`src/logic/bsi_map.vh`:
```
`ifndef BSI_MAP_VH
`define BSI_MAP_VH

// ==========================================================================
// Register byte offsets on the Avalon-MM slave
// ==========================================================================
`define BSI_OFF_CTRL    4'h0
`define BSI_OFF_MODEM   4'h4
`define BSI_OFF_IRQST   4'h8

// ==========================================================================
// Control word field positions
// ==========================================================================
`define BSI_BIT_MCLR    4
`define BSI_BIT_RIE     6
`define BSI_BIT_RXDONE  7
`define BSI_BIT_SAE     12
`define BSI_BIT_TIE     14
`define BSI_BIT_TXRDY   15

// ==========================================================================
// Reset values
// ==========================================================================
`define BSI_RST_DTR     4'h0
`define BSI_RST_WORD    32'h0000_0000

// ==========================================================================
// Timing, in nanoseconds and in cycles of the core clock
// ==========================================================================
`define BSI_CLK_NS      8
`define BSI_MCLR_NS     2400
`define BSI_EXT_NS      300
// Counts are sized to the counter so a load never drops bits; the pulse is
// 2400 ns over 8 ns, and the stretch is 300 ns rounded down to whole cycles.
`define BSI_MCLR_CYC    9'h12C
`define BSI_EXT_CYC     9'h025
`define BSI_CNT_W       9

`endif

```
`src/logic/bsi_top.v`:
```
// The Avalon-MM register port and the register offsets were chosen for this implementation.
`timescale 1ns/1ps
`include "bsi_map.vh"


module bsi_top
(
   input  wire        CORE_CLK_IN,
   input  wire        SYS_RST_IN,
   input  wire        CLK_EN_IN,
   input  wire [3:0]  AVS_ADDRESS_IN,
   input  wire        AVS_READ_IN,
   input  wire        AVS_WRITE_IN,
   input  wire [31:0] AVS_WRITEDATA_IN,
   input  wire [3:0]  AVS_BYTEENABLE_IN,
   output reg  [31:0] AVS_READDATA_OUT,
   output reg         AVS_WAITREQUEST_OUT,
   input  wire        CYCLE_SYNC_IN,
   input  wire        WRITE_DATA_STROBE_IN,
   input  wire        READ_DATA_STROBE_IN,
   input  wire        BYTE_WRITE_QUALIFIER_IN,
   input  wire        ADDRESS_MATCH_IN,
   input  wire [2:0]  ADDRESS_LOW_IN,
   input  wire        ACK_CHAIN_IN,
   input  wire        BUS_INITIALIZE_IN,
   input  wire        RX_DONE_IN,
   input  wire        SILO_ALARM_IN,
   input  wire        TX_READY_IN,
   input  wire [5:0]  VECTOR_SWITCH_IN,
   output reg         SLAVE_REPLY_OUT,
   output reg  [3:0]  REG_SELECT_OUT,
   output reg         LOW_BYTE_WRITE_ENABLE_OUT,
   output reg         HIGH_BYTE_WRITE_ENABLE_OUT,
   output reg         INTERRUPT_REQUEST_LINE_OUT,
   output reg         ACK_CHAIN_OUT,
   output reg         VECTOR_TO_BUS_OUT,
   output reg         VECTOR_BIT_TWO_OUT,
   output reg  [8:0]  VECTOR_DATA_OUT,
   output reg         VECTOR_DATA_OE_OUT,
   output reg         SOFTWARE_MASTER_CLEAR_OUT,
   output reg         MODEM_CLEAR_OUT,
   output reg  [3:0]  DTR_OUT
);

   // =======================================================================
   // Helpers
   // =======================================================================
   function [3:0] bsi_onehot;
      input [1:0] idx;
      begin
         bsi_onehot = 4'h1 << idx;
      end
   endfunction

   function bsi_field;
      input [31:0] word;
      input integer pos;
      begin
         bsi_field = word[pos];
      end
   endfunction

   // =======================================================================
   // State
   // =======================================================================
   // Host-bus inputs are taken as already synchronous to the core clock.
   // Every response to the host therefore lags its cause by at least one edge, which
   // the host tolerates because it waits on the reply level, not on time.
   reg                  sync_q;
   reg                  match_q;
   reg [2:0]            addr_q;
   reg                  receive_irq_enable;
   reg                  fifo_alarm_enable;
   reg                  transmit_irq_enable;
   reg [`BSI_CNT_W-1:0] mclr_cnt;
   reg [`BSI_CNT_W-1:0] ext_cnt;

   reg                  next_sync_q;
   reg                  next_match_q;
   reg [2:0]            next_addr_q;
   reg                  next_rie;
   reg                  next_sae;
   reg                  next_tie;
   reg [`BSI_CNT_W-1:0] next_mclr_cnt;
   reg [`BSI_CNT_W-1:0] next_ext_cnt;
   reg [31:0]           next_readdata;
   reg                  next_wait;
   reg                  next_reply;
   reg [3:0]            next_select;
   reg                  next_low_we;
   reg                  next_high_we;
   reg                  next_irq;
   reg                  next_ack_out;
   reg                  next_vtb;
   reg                  next_vbit2;
   reg [8:0]            next_vec;
   reg                  next_vec_oe;
   reg                  next_sw_clr;
   reg                  next_modem_clr;
   reg [3:0]            next_dtr;

   reg                  clr_any;
   reg                  readback_clr;
   reg                  rx_cond;
   reg                  tx_cond;
   reg                  wr_cycle;
   reg                  sel_live;
   reg                  av_req;
   reg                  av_wr;
   reg [31:0]           ctrl_word;

   // =======================================================================
   // Next-state logic
   // =======================================================================
   always @*
   begin
      next_sync_q    = CYCLE_SYNC_IN;
      next_match_q   = match_q;
      next_addr_q    = addr_q;
      next_rie       = receive_irq_enable;
      next_sae       = fifo_alarm_enable;
      next_tie       = transmit_irq_enable;
      next_mclr_cnt  = mclr_cnt;
      next_ext_cnt   = ext_cnt;
      next_readdata  = AVS_READDATA_OUT;
      next_wait      = 1'b1;
      next_dtr       = DTR_OUT;
      next_vtb       = VECTOR_TO_BUS_OUT;
      next_vbit2     = VECTOR_BIT_TWO_OUT;
      next_ack_out   = 1'b0;
      next_modem_clr = BUS_INITIALIZE_IN;

      // Address bits and match are caught on the leading edge of sync.
      if (CYCLE_SYNC_IN && !sync_q)
      begin
         next_match_q = ADDRESS_MATCH_IN;
         next_addr_q  = ADDRESS_LOW_IN;
      end

      // -------------------------------------------------------------------
      // Initialization
      // -------------------------------------------------------------------
      clr_any      = SOFTWARE_MASTER_CLEAR_OUT | BUS_INITIALIZE_IN;
      readback_clr = clr_any | (ext_cnt != {`BSI_CNT_W{1'b0}});
      if (mclr_cnt != {`BSI_CNT_W{1'b0}})
      begin
         next_mclr_cnt = mclr_cnt - 1'b1;
      end
      // The stretch restarts every cycle a clear is active, so read-back
      // outlasts whichever clear source ended last.
      if (clr_any)
      begin
         next_ext_cnt = `BSI_EXT_CYC;
      end
      else if (ext_cnt != {`BSI_CNT_W{1'b0}})
      begin
         next_ext_cnt = ext_cnt - 1'b1;
      end
      if (BUS_INITIALIZE_IN)
      begin
         next_dtr = `BSI_RST_DTR;
      end

      // -------------------------------------------------------------------
      // Interrupt conditions
      // -------------------------------------------------------------------
      rx_cond = receive_irq_enable & ~clr_any & (fifo_alarm_enable ? SILO_ALARM_IN : RX_DONE_IN);
      tx_cond = transmit_irq_enable & ~clr_any & TX_READY_IN;

      // -------------------------------------------------------------------
      // Vector transaction
      // -------------------------------------------------------------------
      // The grant is decided in one cycle from the live conditions, so the
      // receiver always wins when both channels ask at the same edge.
      // Dropping the vector waits only on the read strobe; the acknowledge
      // may linger a cycle longer without reopening the transaction.
      if (VECTOR_TO_BUS_OUT)
      begin
         if (!READ_DATA_STROBE_IN)
         begin
            next_vtb   = 1'b0;
            next_vbit2 = 1'b0;
         end
      end
      else if (READ_DATA_STROBE_IN && ACK_CHAIN_IN && !ACK_CHAIN_OUT)
      begin
         if (rx_cond)
         begin
            next_vtb   = 1'b1;
            next_vbit2 = 1'b0;
         end
         else if (tx_cond)
         begin
            next_vtb   = 1'b1;
            next_vbit2 = 1'b1;
         end
      end

      // Once the acknowledge is passed on it stays passed on for the rest of
      // that acknowledge, so a late condition cannot steal a grant midway.
      if (ACK_CHAIN_IN && !VECTOR_TO_BUS_OUT && !next_vtb)
      begin
         next_ack_out = ACK_CHAIN_OUT | ~(rx_cond | tx_cond);
      end

      next_irq    = (rx_cond | tx_cond) & ~next_vtb;
      next_vec    = next_vtb ? {VECTOR_SWITCH_IN, next_vbit2, 2'b00} : 9'h000;
      next_vec_oe = next_vtb;

      // -------------------------------------------------------------------
      // Host write cycle front end
      // -------------------------------------------------------------------
      // Select waits one cycle after sync so that the latched address is
      // settled before any register line is raised.
      sel_live = CYCLE_SYNC_IN & sync_q & match_q;
      wr_cycle = sel_live & WRITE_DATA_STROBE_IN;
      next_select  = sel_live ? bsi_onehot(addr_q[2:1]) : 4'h0;
      next_low_we  = wr_cycle & (~BYTE_WRITE_QUALIFIER_IN | ~addr_q[0]);
      next_high_we = wr_cycle & (~BYTE_WRITE_QUALIFIER_IN | addr_q[0]);
      next_reply   = next_vtb | wr_cycle;

      // -------------------------------------------------------------------
      // Avalon-MM register access
      // -------------------------------------------------------------------
      // Each access costs two cycles: one to register the answer and one in
      // which waitrequest is low. A write lands only in that second cycle.
      ctrl_word                  = `BSI_RST_WORD;
      ctrl_word[`BSI_BIT_MCLR]   = readback_clr;
      ctrl_word[`BSI_BIT_RIE]    = receive_irq_enable;
      ctrl_word[`BSI_BIT_RXDONE] = RX_DONE_IN & ~fifo_alarm_enable;
      ctrl_word[`BSI_BIT_SAE]    = fifo_alarm_enable;
      ctrl_word[`BSI_BIT_TIE]    = transmit_irq_enable;
      ctrl_word[`BSI_BIT_TXRDY]  = TX_READY_IN;

      av_req = AVS_READ_IN | AVS_WRITE_IN;
      av_wr  = AVS_WRITE_IN & ~AVS_WAITREQUEST_OUT;
      if (av_req && AVS_WAITREQUEST_OUT)
      begin
         next_wait = 1'b0;
         case (AVS_ADDRESS_IN)
            `BSI_OFF_CTRL:
               next_readdata = ctrl_word;
            `BSI_OFF_MODEM:
               next_readdata = {28'h0000000, DTR_OUT};
            `BSI_OFF_IRQST:
               next_readdata = {27'h0000000, VECTOR_BIT_TWO_OUT,
                                VECTOR_TO_BUS_OUT, INTERRUPT_REQUEST_LINE_OUT,
                                tx_cond, rx_cond};
            default:
               next_readdata = `BSI_RST_WORD;
         endcase
      end

      if (av_wr && AVS_ADDRESS_IN == `BSI_OFF_CTRL)
      begin
         if (AVS_BYTEENABLE_IN[0])
         begin
            next_rie = bsi_field(AVS_WRITEDATA_IN, `BSI_BIT_RIE);
            if (bsi_field(AVS_WRITEDATA_IN, `BSI_BIT_MCLR))
            begin
               next_mclr_cnt = `BSI_MCLR_CYC;
            end
         end
         if (AVS_BYTEENABLE_IN[1])
         begin
            next_sae = bsi_field(AVS_WRITEDATA_IN, `BSI_BIT_SAE);
            next_tie = bsi_field(AVS_WRITEDATA_IN, `BSI_BIT_TIE);
         end
      end
      if (av_wr && AVS_ADDRESS_IN == `BSI_OFF_MODEM && AVS_BYTEENABLE_IN[0] && !BUS_INITIALIZE_IN)
      begin
         next_dtr = AVS_WRITEDATA_IN[3:0];
      end

      // Either clear source wipes the interrupt enables; a software write in
      // the same cycle loses, since the clear is meant to be absolute.
      if (clr_any)
      begin
         next_rie = 1'b0;
         next_sae = 1'b0;
         next_tie = 1'b0;
      end

      next_sw_clr = (next_mclr_cnt != {`BSI_CNT_W{1'b0}});
   end

   // =======================================================================
   // Registers
   // =======================================================================
   always @(posedge CORE_CLK_IN)
   begin
      if (SYS_RST_IN)
      begin
         sync_q                     <= 1'b0;
         match_q                    <= 1'b0;
         addr_q                     <= 3'h0;
         receive_irq_enable                        <= 1'b0;
         fifo_alarm_enable                        <= 1'b0;
         transmit_irq_enable                        <= 1'b0;
         mclr_cnt                   <= {`BSI_CNT_W{1'b0}};
         ext_cnt                    <= {`BSI_CNT_W{1'b0}};
         AVS_READDATA_OUT           <= `BSI_RST_WORD;
         AVS_WAITREQUEST_OUT        <= 1'b1;
         SLAVE_REPLY_OUT            <= 1'b0;
         REG_SELECT_OUT             <= 4'h0;
         LOW_BYTE_WRITE_ENABLE_OUT  <= 1'b0;
         HIGH_BYTE_WRITE_ENABLE_OUT <= 1'b0;
         INTERRUPT_REQUEST_LINE_OUT <= 1'b0;
         ACK_CHAIN_OUT              <= 1'b0;
         VECTOR_TO_BUS_OUT          <= 1'b0;
         VECTOR_BIT_TWO_OUT         <= 1'b0;
         VECTOR_DATA_OUT            <= 9'h000;
         VECTOR_DATA_OE_OUT         <= 1'b0;
         SOFTWARE_MASTER_CLEAR_OUT  <= 1'b0;
         MODEM_CLEAR_OUT            <= 1'b0;
         DTR_OUT                    <= `BSI_RST_DTR;
      end
      else if (CLK_EN_IN)
      begin
         sync_q                     <= next_sync_q;
         match_q                    <= next_match_q;
         addr_q                     <= next_addr_q;
         receive_irq_enable                        <= next_rie;
         fifo_alarm_enable                        <= next_sae;
         transmit_irq_enable                        <= next_tie;
         mclr_cnt                   <= next_mclr_cnt;
         ext_cnt                    <= next_ext_cnt;
         AVS_READDATA_OUT           <= next_readdata;
         AVS_WAITREQUEST_OUT        <= next_wait;
         SLAVE_REPLY_OUT            <= next_reply;
         REG_SELECT_OUT             <= next_select;
         LOW_BYTE_WRITE_ENABLE_OUT  <= next_low_we;
         HIGH_BYTE_WRITE_ENABLE_OUT <= next_high_we;
         INTERRUPT_REQUEST_LINE_OUT <= next_irq;
         ACK_CHAIN_OUT              <= next_ack_out;
         VECTOR_TO_BUS_OUT          <= next_vtb;
         VECTOR_BIT_TWO_OUT         <= next_vbit2;
         VECTOR_DATA_OUT            <= next_vec;
         VECTOR_DATA_OE_OUT         <= next_vec_oe;
         SOFTWARE_MASTER_CLEAR_OUT  <= next_sw_clr;
         MODEM_CLEAR_OUT            <= next_modem_clr;
         DTR_OUT                    <= next_dtr;
      end
   end

endmodule // bsi_top

```
`config.mk`:
```
export PLATFORM = sky130hd
export DESIGN_NAME = bsi_top
export DESIGN_NICKNAME = d
export VERILOG_FILES = /design/src/logic/bsi_top.v
export VERILOG_INCLUDE_DIRS = /design/src /design/src/logic
export SDC_FILE = /design/constraint.sdc
export NUM_CORES = 1
export LEC_CHECK = 0
export BUFFER_PORTS_ARGS = -buffer_cell sky130_fd_sc_hd__buf_2
export CELL_PAD_IN_SITES_DETAIL_PLACEMENT = 0
export CELL_PAD_IN_SITES_GLOBAL_PLACEMENT = 1
export CORE_AREA = 4 4 99 101
export CTS_BUF_LIST = sky130_fd_sc_hd__clkbuf_16
export DETAILED_ROUTE_END_ITERATION = 8
export DIE_AREA = 0 0 103 105
export GPL_ROUTABILITY_DRIVEN = 0
export PLACE_DENSITY_LB_ADDON = 0.1
export SLEW_MARGIN = 15
export SYNTH_ARGS = -nofsm -noshare
export SYNTH_HDL_FRONTEND = slang
export SYNTH_SLANG_ARGS = --single-unit
```
`constraint.sdc`:
```
create_clock -name CORE_CLK_IN -period 2.6 [get_ports CORE_CLK_IN]
set_input_delay 0.39 -clock CORE_CLK_IN [delete_from_list [all_inputs] [get_ports CORE_CLK_IN]]
set_output_delay 0.39 -clock CORE_CLK_IN [all_outputs]
set_load 0.01 [all_outputs]
```
==> metrics.txt <==
critical path class=reg -> reg; maxcap violations=0; Root Driver=clkbuf_16; Worst-Margin Slew=0.812 ns; Initial Util=0.331; Tmin final=between 2 and 2.5 ns; worst vdd ir=between 0.0003 and 0.0004 V; Hold WS=0.305 ns; vias=about 2700; critical path peak fanout=6; Post-CTS Resized=0; Post-layout nets=approximately 500; FILL cells=935; Antenna Nets Post-Route=0; Worst Hold Depth=3; Synth Register Bits=61; status=finished clean; Max Buffers Root-to-Sink=2; Worst Reg-to-Reg Cells=7; min-delay src=ADDRESS_LOW_IN[1]; Power Density=~900 nW/um^2; Synth-to-Final Area Change=22.4%; Setup Total Neg Slack=0 ns; Mapped Cells=around 360; largest net degree at the start of global routing=53; Netlist cell types=54; drt wl/cell=~15 um; H-tree levels=3; CTS tree=built; Post-synth EDFFs=0; top cell type's share of synthesized area=0.409; # port buffers=73; Sink Count=61; Post-CTS Setup Bufs=0; cell area after synthesis=~3000 sq um; vias in the first global route=roughly 2600; number of vias per cell=around 5.0; RSZ-0062 raised after global routing=no; Post-synth top cells=dfxtp_1 (61), nor2_1 (47), a21oi_1 (31); Crit path required time=approximately 2.8 ns; Rel. slew slack=0.453; Die Ht=about 110 um; multi-input logic area=1530 sq um; initial antenna violation count=0; Final Cycle Share=0.895; final wirelength=roughly 8000 um; FF+latch area=1220 sq um; final-report hold violation count=0; clock latency on the worst-skew pair=between 0.3 and 0.4 ns; clk slew on worst S/H paths=approximately 0.05 ns; hold crit path type=in -> reg; synth top area cells=dfxtp_1 (41%), buf_4 (6.3%), nor2_1 (5.9%); Slew Viols, Final=0; Post-synth top flop=dfxtp_1; worst r2r dst=SOFTWARE_MASTER_CLEAR_OUT; flop2flop setup slack=about 0.27 ns; fmax=430 MHz; standard-cell row count=35; DR iter-0 viols=108; die width=about 100 um; Final setup viols=0; asr flop ratio synth=0; drt drc=0; Critical Path AT=around 2.5 ns; pre-CTS setup slack=slightly above 0.3 ns; die area=between 10000 and 15000 sq um; leakage power=between 1.5 and 2 nW; final setup margin=0.274 ns; grt total ovfl=0; R2R Path Start=mclr_cnt[0]; total I/O pin count=between 100 and 150; core area=~9000 sq um; Total GRT Usage=0.149; Synth area leader=dfxtp_1; global-route wire length before repair=12900 um; Fin Clk Skew=0.00316 ns; cell with the most instances after synthesis=dfxtp_1; cts bufs inserted=9; layout cells sized above 1=0.244; sequential share of the synthesized area=0.409; Util after Layout=0.406; mean area per synthesized cell=approximately 8.3 sq um; WHS Endpoint=addr_q[1]; Crit. End Element=register; Syn. warnings=0; Pre-antenna DRT Iters=4; antenna cells=0; HPWL Detailed=around 5800 um; Hold-fix buffers, CTS=0; type of origin of the critical path=register
==> cells in the final DEF (no fill, tap or decap), types with 4 or more instances in the layout <==
cell type / n
buf_2: 73
buf_4: 9
a21oi_1: 31
nor2b_1: 5
nand2_1: 21
clkbuf_16: 9
a211oi_1: 4
nand4_1: 6
nor2_1: 47
nor3_1: 9
nand3_1: 12
inv_1: 15
conb_1: 24
a22oi_1: 16
nor4_1: 4
mux2i_1: 10
dfxtp_1: 61
o21ai_0: 13
==> layout make-up <==
type	count	area share
sequential	61	0.334
clock buffer	9	0.0615
clock inverter	7	0.0157
timing repair buffer	82	0.118
inverter	14	0.0144
tap	111	0.0379
multi-input combinational	262	0.418
==> through the flow <==
stage | area [sq um] | total power [W] | std cells
2_1_floorplan | 3080 | 0.00189 | 382
3_3_place_gp | 3380 | 0.00213 | 530
3_5_place_dp | 3380 | 0.00212 | 530
4_1_cts | 3660 | 0.00328 | 546
5_1_grt | 3660 | 0.00346 | 546
6_report | 3660 | 0.00324 | 546
==> state kept, by name, indices dropped and copies added, names as in the netlist <==
register / flops
ACK_CHAIN_OUT: 1
AVS_READDATA_OUT: 10
AVS_WAITREQUEST_OUT: 1
DTR_OUT: 4
HIGH_BYTE_WRITE_ENABLE_OUT: 1
INTERRUPT_REQUEST_LINE_OUT: 1
LOW_BYTE_WRITE_ENABLE_OUT: 1
MODEM_CLEAR_OUT: 1
REG_SELECT_OUT: 4
SLAVE_REPLY_OUT: 1
SOFTWARE_MASTER_CLEAR_OUT: 1
VECTOR_BIT_TWO_OUT: 1
VECTOR_DATA_OUT: 7
VECTOR_TO_BUS_OUT: 1
addr_q: 3
ext_cnt: 9
fifo_alarm_enable: 1
match_q: 1
mclr_cnt: 9
receive_irq_enable: 1
sync_q: 1
transmit_irq_enable: 1
==> critical path, stage by stage (launching register included) <==
cell and delay [ns]:
dfxtp_1 0.35, inv_1 0.09, ha_1 0.24, or3b_2 0.55, nor3_1 0.30, nand2b_1 0.15
a31oi_1 0.10, o41a_1 0.43
==> worst max path at each step <==
stage | from | to | slack, ns
CTS | mclr_cnt[0] | SOFTWARE_MASTER_CLEAR_OUT | 0.29
global route | mclr_cnt[0] | SOFTWARE_MASTER_CLEAR_OUT | 0.13
finish | mclr_cnt[0] | SOFTWARE_MASTER_CLEAR_OUT | 0.27
detailed placement | ext_cnt[0] | ext_cnt[5] | 0.30
global placement | mclr_cnt[0] | SOFTWARE_MASTER_CLEAR_OUT | 0.31
floorplan | mclr_cnt[0] | SOFTWARE_MASTER_CLEAR_OUT | 0.44
==> cells by family after synthesis <==
kind of cell | share of synthesized area
buffers and inverters | 0.108
xor gates and xnor gates | 0.0117
DFF | 0.409
muxes | 0.0373
adders and majority gates | 0.00837
other | 0.00125
AOI/OAI and AO/OA | 0.204
and+or+nand+nor | 0.221
==> per-layer routing <==
metal,GRT usage,share of wire
met1,0.200,0.47
met2,0.228,0.45
met3,0.0481,0.078
met4,0.0379,0.0052
met5,0,0
==> report_power, final <==
part	switching [W]	leakage [nW]	total [W]	internal (W)
sequential	0.000106	0.496	0.00113	0.00102
combinational	0.000543	0.990	0.000977	0.000433
clock	0.000412	0.139	0.00114	0.000726
No activity file was read; power rests on OpenSTA's default activity.
